`config.mk`:
```
export PLATFORM = sky130hd
export DESIGN_NAME = rlu_unit
export DESIGN_NICKNAME = d
export VERILOG_FILES = /design/src/rlu_pkg.sv /design/src/rlu_unit.sv /design/src/rlu_rotator.sv
export SDC_FILE = /design/constraint.sdc
export NUM_CORES = 1
export LEC_CHECK = 0
export BUFFER_PORTS_ARGS = -buffer_cell sky130_fd_sc_hd__buf_2
export CORE_MARGIN = 4
export CORE_UTILIZATION = 32
export CTS_BUF_LIST = sky130_fd_sc_hd__clkbuf_4 sky130_fd_sc_hd__clkbuf_8 sky130_fd_sc_hd__clkbuf_16
export CTS_CLUSTER_DIAMETER = 60
export DETAILED_ROUTE_END_ITERATION = 8
export GPL_TIMING_DRIVEN = 0
export PLACE_DENSITY = 0.54
export SLEW_MARGIN = 30
export SYNTH_ARGS = -nofsm -noshare
export SYNTH_HDL_FRONTEND = slang
export SYNTH_SLANG_ARGS = --single-unit
```
`constraint.sdc`:
```
create_clock -name clk -period 2 [get_ports clk]
set_input_delay 0.2 -clock clk [delete_from_list [all_inputs] [get_ports clk]]
set_output_delay 0.2 -clock clk [all_outputs]
set_load 0.01 [all_outputs]
```
`src/rlu_pkg.sv`:
```
// Shared widths, field positions, reset values and encodings of the rotate-left unit.
package rlu_pkg;
	localparam int unsigned DATA_W   = 32;
	localparam int unsigned AMT_W    = 5;
	localparam int unsigned BYTE_W   = 8;
	localparam int unsigned NIB_W    = 4;
	localparam int unsigned WORD_W   = 16;
	localparam int unsigned BIDX_W   = 2;
	localparam int unsigned NIDX_W   = 3;
	localparam int unsigned WIDX_W   = 1;
	localparam int unsigned IDX_W    = 3;
	localparam int unsigned MSB_POS  = 31;
	localparam logic [31:0] RES_RST  = 32'h0000_0000;
	localparam logic        FLAG_RST = 1'h0;
	localparam int unsigned LATENCY  = 1;

	typedef enum logic [2:0] {
		OP_FULL     = 3'h0,
		OP_BYTE_IMM = 3'h1,
		OP_NIB_IMM  = 3'h2,
		OP_BYTE_PFX = 3'h3,
		OP_NIB_PFX  = 3'h4,
		OP_WORD_PFX = 3'h5
	} rlu_op_t;

	typedef enum logic [1:0] {
		PFX_NONE = 2'h0,
		PFX_BYTE = 2'h1,
		PFX_NIB  = 2'h2,
		PFX_WORD = 2'h3
	} rlu_pfx_t;

	typedef enum logic [0:0] {
		ST_IDLE  = 1'h0,
		ST_ARMED = 1'h1
	} rlu_state_t;
endpackage : rlu_pkg

```
`src/rlu_unit.sv`:
```
// Rotate-left datapath slice: full rotate and byte, nibble and word rotate-in operations.
// Function
// - The full rotate writes bits 63..32 of the doubled destination shifted left by the low five source bits.
// - With carry writing, carry is the last bit rotated out for a nonzero amount, else destination bit 31.
// - The indexed byte rotate yields destination bits 23..0 above the source byte chosen by the index.
// - The indexed nibble rotate yields destination bits 27..0 above the source nibble chosen by the index.
// - The single-operand byte rotate takes the byte selected by the immediately preceding byte prefix.
// - The single-operand nibble rotate takes the nibble selected by the immediately preceding nibble prefix.
// - The single-operand word rotate takes the word selected by the immediately preceding word prefix.
`timescale 1ns/10ps
module rlu_unit
	import rlu_pkg::*;
(
	input  wire logic                       clk,
	input  wire logic                       arst_n,
	input  wire logic                       anyIssue,
	input  wire logic                       opValid,
	input  wire rlu_pkg::rlu_op_t           opCode,
	input  wire logic [rlu_pkg::DATA_W-1:0] dVal,
	input  wire logic [rlu_pkg::DATA_W-1:0] sVal,
	input  wire logic [rlu_pkg::IDX_W-1:0]  immIdx,
	input  wire logic                       writeCarry,
	input  wire logic                       pfxValid,
	input  wire rlu_pkg::rlu_pfx_t          pfxKind,
	input  wire logic [rlu_pkg::DATA_W-1:0] pfxSrc,
	input  wire logic [rlu_pkg::IDX_W-1:0]  pfxIdx,
	output logic                            resValid_r,
	output logic      [rlu_pkg::DATA_W-1:0] result_r,
	output logic                            carryWe_r,
	output logic                            carryOut_r
);
	import rlu_pkg::*;

	function automatic logic [BYTE_W-1:0] byteOf(input logic [DATA_W-1:0] s, input logic [BIDX_W-1:0] i);
		byteOf = s[i*BYTE_W +: BYTE_W];
	endfunction : byteOf

	function automatic logic [NIB_W-1:0] nibOf(input logic [DATA_W-1:0] s, input logic [NIDX_W-1:0] i);
		nibOf = s[i*NIB_W +: NIB_W];
	endfunction : nibOf

	function automatic logic [WORD_W-1:0] wordOf(input logic [DATA_W-1:0] s, input logic [WIDX_W-1:0] i);
		wordOf = s[i*WORD_W +: WORD_W];
	endfunction : wordOf

	rlu_state_t             state_r;
	rlu_state_t             state_nxt;
	rlu_pfx_t               selKind_r;
	rlu_pfx_t               selKind_nxt;
	logic [DATA_W-1:0]      selSrc_r;
	logic [DATA_W-1:0]      selSrc_nxt;
	logic [IDX_W-1:0]       selIdx_r;
	logic [IDX_W-1:0]       selIdx_nxt;
	logic                   resValid_nxt;
	logic [DATA_W-1:0]      result_nxt;
	logic                   carryWe_nxt;
	logic                   carryOut_nxt;
	logic [DATA_W-1:0]      fullRot;
	logic                   fullCarry;
	logic [DATA_W-1:0]      pfxData;
	logic [IDX_W-1:0]       pfxSel;

	rlu_rotator rlu_rotator_i (
		.dIn      (dVal),
		.amt      (sVal[AMT_W-1:0]),
		.rotOut   (fullRot),
		.carryOut (fullCarry)
	);

	// A prefix selection lives only until the next issued instruction.
	always_comb begin
		state_nxt   = state_r;
		selKind_nxt = selKind_r;
		selSrc_nxt  = selSrc_r;
		selIdx_nxt  = selIdx_r;
		unique case (state_r)
			ST_IDLE: begin
				if (pfxValid) begin
					state_nxt = ST_ARMED;
				end
			end
			ST_ARMED: begin
				if (anyIssue && !pfxValid) begin
					state_nxt   = ST_IDLE;
					selKind_nxt = PFX_NONE;
				end
			end
		endcase
		if (pfxValid) begin
			selKind_nxt = pfxKind;
			selSrc_nxt  = pfxSrc;
			selIdx_nxt  = pfxIdx;
		end
	end

	always_ff @(posedge clk or negedge arst_n) begin
		if (!arst_n) begin
			state_r   <= ST_IDLE;
			selKind_r <= PFX_NONE;
			selSrc_r  <= RES_RST;
			selIdx_r  <= '0;
		end else begin
			state_r   <= state_nxt;
			selKind_r <= selKind_nxt;
			selSrc_r  <= selSrc_nxt;
			selIdx_r  <= selIdx_nxt;
		end
	end

	// Without a matching prefix the single-operand forms fall back to field zero of the source operand.
	always_comb begin
		pfxData = sVal;
		pfxSel  = '0;
		if (state_r == ST_ARMED) begin
			pfxData = selSrc_r;
			pfxSel  = selIdx_r;
		end
	end

	always_comb begin
		resValid_nxt = opValid;
		result_nxt   = result_r;
		carryWe_nxt  = 1'h0;
		carryOut_nxt = carryOut_r;
		if (opValid) begin
			unique case (opCode)
				OP_FULL: begin
					result_nxt  = fullRot;
					carryWe_nxt = writeCarry;
					if (writeCarry) begin
						carryOut_nxt = fullCarry;
					end
				end
				OP_BYTE_IMM: begin
					result_nxt = {dVal[DATA_W-BYTE_W-1:0], byteOf(sVal, immIdx[BIDX_W-1:0])};
				end
				OP_NIB_IMM: begin
					result_nxt = {dVal[DATA_W-NIB_W-1:0], nibOf(sVal, immIdx[NIDX_W-1:0])};
				end
				OP_BYTE_PFX: begin
					result_nxt = {dVal[DATA_W-BYTE_W-1:0],
						byteOf(selKind_r == PFX_BYTE ? pfxData : sVal,
							selKind_r == PFX_BYTE ? pfxSel[BIDX_W-1:0] : '0)};
				end
				OP_NIB_PFX: begin
					result_nxt = {dVal[DATA_W-NIB_W-1:0],
						nibOf(selKind_r == PFX_NIB ? pfxData : sVal,
							selKind_r == PFX_NIB ? pfxSel[NIDX_W-1:0] : '0)};
				end
				OP_WORD_PFX: begin
					result_nxt = {dVal[DATA_W-WORD_W-1:0],
						wordOf(selKind_r == PFX_WORD ? pfxData : sVal,
							selKind_r == PFX_WORD ? pfxSel[WIDX_W-1:0] : '0)};
				end
				default: begin
					result_nxt = result_r;
				end
			endcase
		end
	end

	always_ff @(posedge clk or negedge arst_n) begin
		if (!arst_n) begin
			resValid_r <= FLAG_RST;
			result_r   <= RES_RST;
			carryWe_r  <= FLAG_RST;
			carryOut_r <= FLAG_RST;
		end else begin
			resValid_r <= resValid_nxt;
			result_r   <= result_nxt;
			carryWe_r  <= carryWe_nxt;
			carryOut_r <= carryOut_nxt;
		end
	end

	logic armedByte;
	logic armedNib;
	logic armedWord;
	assign armedByte = (state_r == ST_ARMED) && (selKind_r == PFX_BYTE);
	assign armedNib  = (state_r == ST_ARMED) && (selKind_r == PFX_NIB);
	assign armedWord = (state_r == ST_ARMED) && (selKind_r == PFX_WORD);
endmodule : rlu_unit

```
`src/rlu_rotator.sv`:
```
// Full 32-bit rotate left by a variable amount, with the carry of the last bit out.
`timescale 1ns/10ps
module rlu_rotator
	import rlu_pkg::*;
(
	input  wire logic [rlu_pkg::DATA_W-1:0] dIn,
	input  wire logic [rlu_pkg::AMT_W-1:0]  amt,
	output logic      [rlu_pkg::DATA_W-1:0] rotOut,
	output logic                            carryOut
);
	logic [2*DATA_W-1:0] wide;

	always_comb begin
		wide     = {dIn, dIn} << amt;
		rotOut   = wide[2*DATA_W-1:DATA_W];
		// The last bit out lands at the bottom of the upper half; a zero amount moves nothing.
		carryOut = (amt != '0) ? wide[DATA_W] : dIn[MSB_POS];
	end
endmodule : rlu_rotator

```
After elaboration in Yosys (flattened, before gate mapping)
Index checks and enable logic that the tools add are counted.
{ "word_totals": {"regBits": 73, "latchBits": 0, "ramBits": 0, "rom_bits": 0, "input_bits": 113, "output_inout_bits": 35, "wordCells": 51, "n_memories": 0} }
{ "op_classes": {"add_sub_neg": 0, "multipliers": 0, "div": 0, "magnitude_cmp": 0, "n_eq_ne": 8, "n_shift": 6, "n_mux": 18, "bitwise": 1, "reduce_logical": 10} }
{ "op_table": {"columns": ["operator", "count"], "rows": [
  ["32-bit case mux with 6 select lines", 1],
  ["32-bit two-way mux", 4],
  ["32-bit by 6-bit indexed part select with 4-bit output", 2],
  ["32-bit by 6-bit indexed part select with 8-bit output", 2],
  ["64-bit by 5-bit << shifter with 64-bit output", 1],
  ["32-bit by 6-bit indexed part select with 16-bit output", 1],
  ["2-bit two-way mux", 4],
  ["3-bit by 2-bit == test with 1-bit output (second input constant)", 2],
  ["3-bit == test (second input constant)", 2],
  ["1-bit two-way mux", 6],
  ["3-bit two-way mux", 2],
  ["6-bit nonzero test", 1],
  ["5-bit nonzero test", 1],
  ["2-bit == test (second input constant)", 2],
  ["2-bit AND reduction", 2],
  ["2-bit nonzero test", 2],
  ["3-bit by 1-bit == test with 1-bit output (second input constant)", 1],
  ["3-bit logical NOT", 1],
  ["3-bit AND reduction", 1],
  ["2-bit by 1-bit == test with 1-bit output (second input constant)", 1],
  ["1-bit case mux with 2 select lines", 1],
  ["1-bit logical AND", 1],
  ["1-bit logical NOT", 1],
  ["1-bit inverter", 1]
]} }

Depth between registers and ports, before layout
{ "logic_depth": {"ltp_word": 5, "mapped_depth": 9} }

Cells and area by module
Synthesis repeated with hierarchy kept, for this count alone.
{ "hier_totals": {"cells_unflattened": 746, "hier_area_um2": 7475.9} }
{ "modules_own_cells": {"columns": ["module", "n_inst", "cells_per_inst", "area_per_inst_um2", "seq_area_each_um2"], "rows": [
  ["rlu_unit", 1, 583, 5504.0, 1826.8],
  ["rlu_rotator", 1, 163, 1971.9, 0.0]
]} }

Worst setup path after synthesis
No wires, ideal clock.
{ "synth_timing": {"path_type": "input port to flip-flop", "start": "in sVal[1] (netlist name)", "end": "reg result_r[15] (netlist name)", "arrival_time_ps": 1820, "required_ps": 1877, "setup_slack_ps": 57, "stages": 8, "path_cell_list": "buf_6 -> buf_8 -> mux4_2 -> mux2_2 -> mux2i_4 -> mux2i_1 -> a221oi_2 -> nor2_1"} }
{ "synth_via": {"elab_chain_cells": 2} }
{ "synth_rtl": {"columns": ["element", "line_no", "source"], "rows": [
  ["start, declared", "rlu_unit.sv:20", "input wire logic [rlu_pkg::DATA_W-1:0] sVal,"],
  ["64-bit by 5-bit << shifter with 64-bit output", "rlu_rotator.sv:14", "wide = {dIn, dIn} << amt;"],
  ["32-bit case mux with 6 select lines", "rlu_unit.sv:126", "unique case (opCode)"],
  ["end signal, assigned", "rlu_unit.sv:170", "result_r <= result_nxt;"],
  ["end, declared", "rlu_unit.sv:28", "output logic [rlu_pkg::DATA_W-1:0] result_r,"]
]} }
No other way between the ends.
A chain may end at the register's enable or synchronous reset.

Worst setup path after layout
{ "layout_timing": {"start": "reg selIdx_r[1]", "end": "reg result_r[2] (netlist name)"} }
{ "layout_via": {"elab_chain_cells": 4, "word_cells_on_any_way": 6, "cone_classes": "shift: 2; mux: 4"} }
{ "layout_rtl": {"columns": ["element", "line_no", "source"], "rows": [
  ["start, declared", "rlu_unit.sv:52", "logic [IDX_W-1:0] selIdx_r;"],
  ["start signal, assigned", "rlu_unit.sv:106", "selIdx_r <= selIdx_nxt;"],
  ["3-bit two-way mux (*)", "rlu_unit.sv:114", "if (state_r == ST_ARMED) begin"],
  ["3-bit two-way mux / 2-bit two-way mux (equally long branches)", "rlu_unit.sv:148, rlu_unit.sv:143", null],
  ["32-bit by 6-bit indexed part select with 4-bit output / 32-bit by 6-bit indexed part select with 8-bit output (equally long branches)", "rlu_unit.sv:39, rlu_unit.sv:35", null],
  ["32-bit case mux with 6 select lines (*)", "rlu_unit.sv:126", null]
]} }
Mark *: on every way between the ends. The rest lies on a longest branch, timed or not.

==> impl_summary.md <==
Floorplanning
In this run the vertical extent of the chip is 157 um. The die width is 157 um. The number of top-level design ports is 148. The floorplan step defined a die boundary enclosing 24600 um2. The core region is 21800 um2. The floorplan has 54 rows. For this configuration, the core starts out at a cell density of 32.5%.

Worst setup path
For flop-to-flop paths, the worst setup slack is -0.01 ns. The startpoint identified for the worst register-to-register timing path is selIdx_r[1]$_DFFE_PN0P_. The worst setup path category is register to register. The cell count of the worst reg-to-reg path is 6.

The top fanout value on the critical path is 5. The worst setup path is launched from a register. At the worst endpoint, the arrival time is 2.24 ns. For the worst setup path, the data required time is 2.23 ns. The endpoint kind of the worst setup timing path is a register. The capturing point of the worst reg2reg path is result_r[2]$_DFFE_PN0P_.

Layout
The design area is 8800 um2. The final cell count without fillers is 1180. From synthesis to final layout, the design area changed by 24.0%. The share of post-route cells with drive strength above 1 is 40.4%.

The repair_antennas step left the layout with diodes totalling 0. For this run, the post-layout net count is 1008. The final core utilization is 40.3%.

Timing
The number of slew-limit violations in the final report is 0. The count of final hold-check violations came to 0. Across all setup checks in the final design, the least slack found is -0.0116 ns. At the pin with the least slew margin, the transition time is 0.822 ns. Hold timing on the final database bottoms out at a slack of 0.0223 ns. Setup repair after global routing could not meet its margin everywhere. The setup total negative slack is -0.0116 ns.

The final critical path time including I/O delays and setup is 2.01 ns. Derived from the worst setup path, the maximum achievable clock frequency is 497 MHz. The worst pin sits at a relative slew slack of 45.2%. The final cycle utilization of the critical path is 101%. Setup violations remaining at the end of the flow were counted as 1. On the final layout, the worst clock skew is 0.00779 ns.

Power and ir drop
Across the VDD grid, the largest voltage drop is 529 uV. In this run the power density over the cells is 655 nW/um2. In this run the static leakage power is 3.62 nW. Total power for the finished layout comes to 5.76 mW.

Hold path
The path with the worst hold slack has its endpoint at resValid_r$_DFF_PN0_. The worst hold path belongs to the class input port to register. The hold path depth is 1.

The worst hold path begins at opValid.

Global routing
The overall global routing resource usage is 25.9%. Global routing finished with a remaining overflow of 0. The via count of the first global-routing pass is 7218.

The maximum number of pins on one net before global-route repair is 39. The initial antenna violation count is 0. The first global-routing pass estimated 47200 um of wire.

Yosys
The flip-flop and latch count after synthesis is 73. The gate count after technology mapping is 734. The count of unique library cells instantiated by Yosys is 53. The most used flip-flop cell after synthesis is sky130_fd_sc_hd__dfrtp_1. The synthesized area per cell is 9.66 um2. Yosys printed 0 warnings. The sequential element share of the synthesized area is 25.8%. The post-synthesis cell area is 7090 um2. The number of enable-type register cells in the synthesized netlist is 0. The proportion of synthesized flip-flops having asynchronous set or reset is 100%. The number of nets produced by synthesis is 847.

Clocking
The number of clock sinks is 73. TritonCTS built the clock tree. The clock tree root driver cell is sky130_fd_sc_hd__clkbuf_16. The number of buffers created by CTS is 9. The maximum level of the CTS H-tree is 3. The clock latency on the worst-skew pair is 0.36 ns.

The clock slew at the register clock pins of the worst setup and hold paths is 0.07 ns. The number of buffers on the longest clock path is 2.

Flow run
Across the run, the number of max-cap violations was 0.

Drt
The per-cell routed wire length is 27.6 um. The count of nets left with antenna violations once routing finished came out at 0. The detailed router finished its first iteration with 830 violations. The routed wire length is 32600 um. Across all layers, the routed design uses 7405 vias.

The first TritonRoute pass finished after 7 iterations. For this run, design rule violations remaining after detail routing come to 0. The post-detailed-route via-to-cell ratio is 6.28.

Status
The run finished, with violations left. The checks that failed: setup timing.

Placement
After detailed placement, the design holds a cell count of 1155. The wire-length estimate of the detail-placed layout is 26000 um. The placed instances occupy a cell area of 8170 um2.

Before CTS, the worst setup slack after placement is -0.713 ns. The global placement routability congestion is 0.975. The number of buffers added on ports is 140.
==> worst max path at each step <==
stage	startpoint	endpoint	slack, ns	cells past startpoint
5_1_grt	state_r$_DFF_PN0_	result_r[3]$_DFFE_PN0P_	-0.09	7
6_report	selIdx_r[1]$_DFFE_PN0P_	result_r[2]$_DFFE_PN0P_	-0.01	6
4_1_cts	selIdx_r[1]$_DFFE_PN0P_	result_r[3]$_DFFE_PN0P_	-0.04	8
3_3_place_gp	state_r$_DFF_PN0_	result_r[2]$_DFFE_PN0P_	-0.71	8
2_1_floorplan	sVal[1]	result_r[15]$_DFFE_PN0P_	0.06	8
3_5_place_dp	state_r$_DFF_PN0_	result_r[2]$_DFFE_PN0P_	-0.71	8
==> cell type report <==
type / instances / area [um2]
flip-flops and latches: 73 / 1830
well taps: 280 / 350
inverters: 14 / 52.6
multi-input cells: 577 / 5010
repair buffers: 155 / 860
plain buffers: 65 / 390
clock inverters: 6 / 67.6
clock buffers: 10 / 233
fillers: 2231 / 13000
==> cell usage after synthesis (3+ instances only) <==
library cell	instances	area (um2)
sky130_fd_sc_hd__o2111ai_1	3	26.3
sky130_fd_sc_hd__mux2_2	63	709
sky130_fd_sc_hd__inv_1	12	45.0
sky130_fd_sc_hd__a221o_1	13	130
sky130_fd_sc_hd__dfrtp_1	73	1830
sky130_fd_sc_hd__a21o_1	3	22.5
sky130_fd_sc_hd__a221oi_1	20	175
sky130_fd_sc_hd__o22ai_1	9	56.3
sky130_fd_sc_hd__clkbuf_1	43	161
sky130_fd_sc_hd__nor2b_1	7	43.8
sky130_fd_sc_hd__nand4_1	3	18.8
sky130_fd_sc_hd__mux2i_1	61	611
sky130_fd_sc_hd__mux4_2	59	1330
sky130_fd_sc_hd__buf_1	6	22.5
sky130_fd_sc_hd__nand3_1	13	65.1
sky130_fd_sc_hd__a211oi_1	11	82.6
sky130_fd_sc_hd__a21oi_1	53	265
sky130_fd_sc_hd__o2bb2ai_1	3	26.3
sky130_fd_sc_hd__nor3_1	5	25.0
sky130_fd_sc_hd__a211o_1	3	26.3
sky130_fd_sc_hd__and2_1	3	18.8
sky130_fd_sc_hd__o21ai_0	30	150
sky130_fd_sc_hd__nor2_1	59	221
sky130_fd_sc_hd__o211ai_1	21	158
sky130_fd_sc_hd__o21a_1	3	22.5
sky130_fd_sc_hd__nand2_1	74	278
sky130_fd_sc_hd__a31oi_1	15	93.8
sky130_fd_sc_hd__nand2b_1	10	62.6
sky130_fd_sc_hd__nand3b_1	6	45.0
sky130_fd_sc_hd__buf_2	18	90.1
==> flip-flops by register name, indices dropped and copies added, names as in the netlist <==
register    count
carryWe_r       1
selSrc_r       32
resValid_r      1
state_r         1
carryOut_r      1
selIdx_r        3
selKind_r       2
result_r       32
==> cell families after synthesis <==
family	synth area share, %
flops	25.8
buf+inv	5.19
compound gates	19.7
mux	37.7
simple gates	11.7
==> routing by layer <==
layer  track usage [%]  wire length (um)  share of wire, %
met2              42.4             15400                47
met3              4.67              2870               8.8
met4              13.2              1810               5.5
met5                 0                 0                 0
met1              32.8             12500                38
==> worst max-delay path, cell delays in order, from the launching register on <==
cell and delay [ns]:
sky130_fd_sc_hd__dfrtp_2 0.46, sky130_fd_sc_hd__buf_12 0.15, sky130_fd_sc_hd__mux4_2 0.52, sky130_fd_sc_hd__a221oi_2 0.25
sky130_fd_sc_hd__nand2_1 0.13, sky130_fd_sc_hd__a211oi_4 0.27, sky130_fd_sc_hd__a211oi_1 0.10
==> cells in the final DEF, fill, tap and decap left out, drive strengths merged, types with 2 or more instances in the layout <==
| master | count |
|---|---|
| a211o | 3 |
| a211oi | 11 |
| a21boi | 2 |
| a21o | 3 |
| a21oi | 53 |
| a221o | 13 |
| a221oi | 21 |
| a31oi | 15 |
| and2 | 3 |
| and3 | 2 |
| and3b | 2 |
| buf | 182 |
| clkbuf | 47 |
| clkinv | 2 |
| clkinvlp | 2 |
| dfrtp | 73 |
| inv | 15 |
| mux2 | 63 |
| mux2i | 62 |
| mux4 | 59 |
| nand2 | 74 |
| nand2b | 10 |
| nand3 | 13 |
| nand3b | 6 |
| nand4 | 3 |
| nor2 | 59 |
| nor2b | 7 |
| nor3 | 5 |
| o2111ai | 3 |
| o211ai | 21 |
| o21a | 3 |
| o21ai | 32 |
| o221ai | 2 |
| o22ai | 9 |
| o2bb2ai | 3 |
| o31ai | 2 |
| or2 | 2 |
==> report_power, final <==
group          internal (mW)  leakage [nW]  switching, mW
Combinational          0.962          2.63           1.25
Clock                  0.985         0.142          0.717
Sequential              1.67         0.851          0.169
==> timing repair <==
action	CTS	global route
hold endpoints to repair	35	0
gates cloned	0	2
hold buffers	1	0
buffers inserted	1	10
pin swaps	3	8
resized for setup	50	33
setup endpoints to repair	22	28
(Power assumes the default switching activity.)
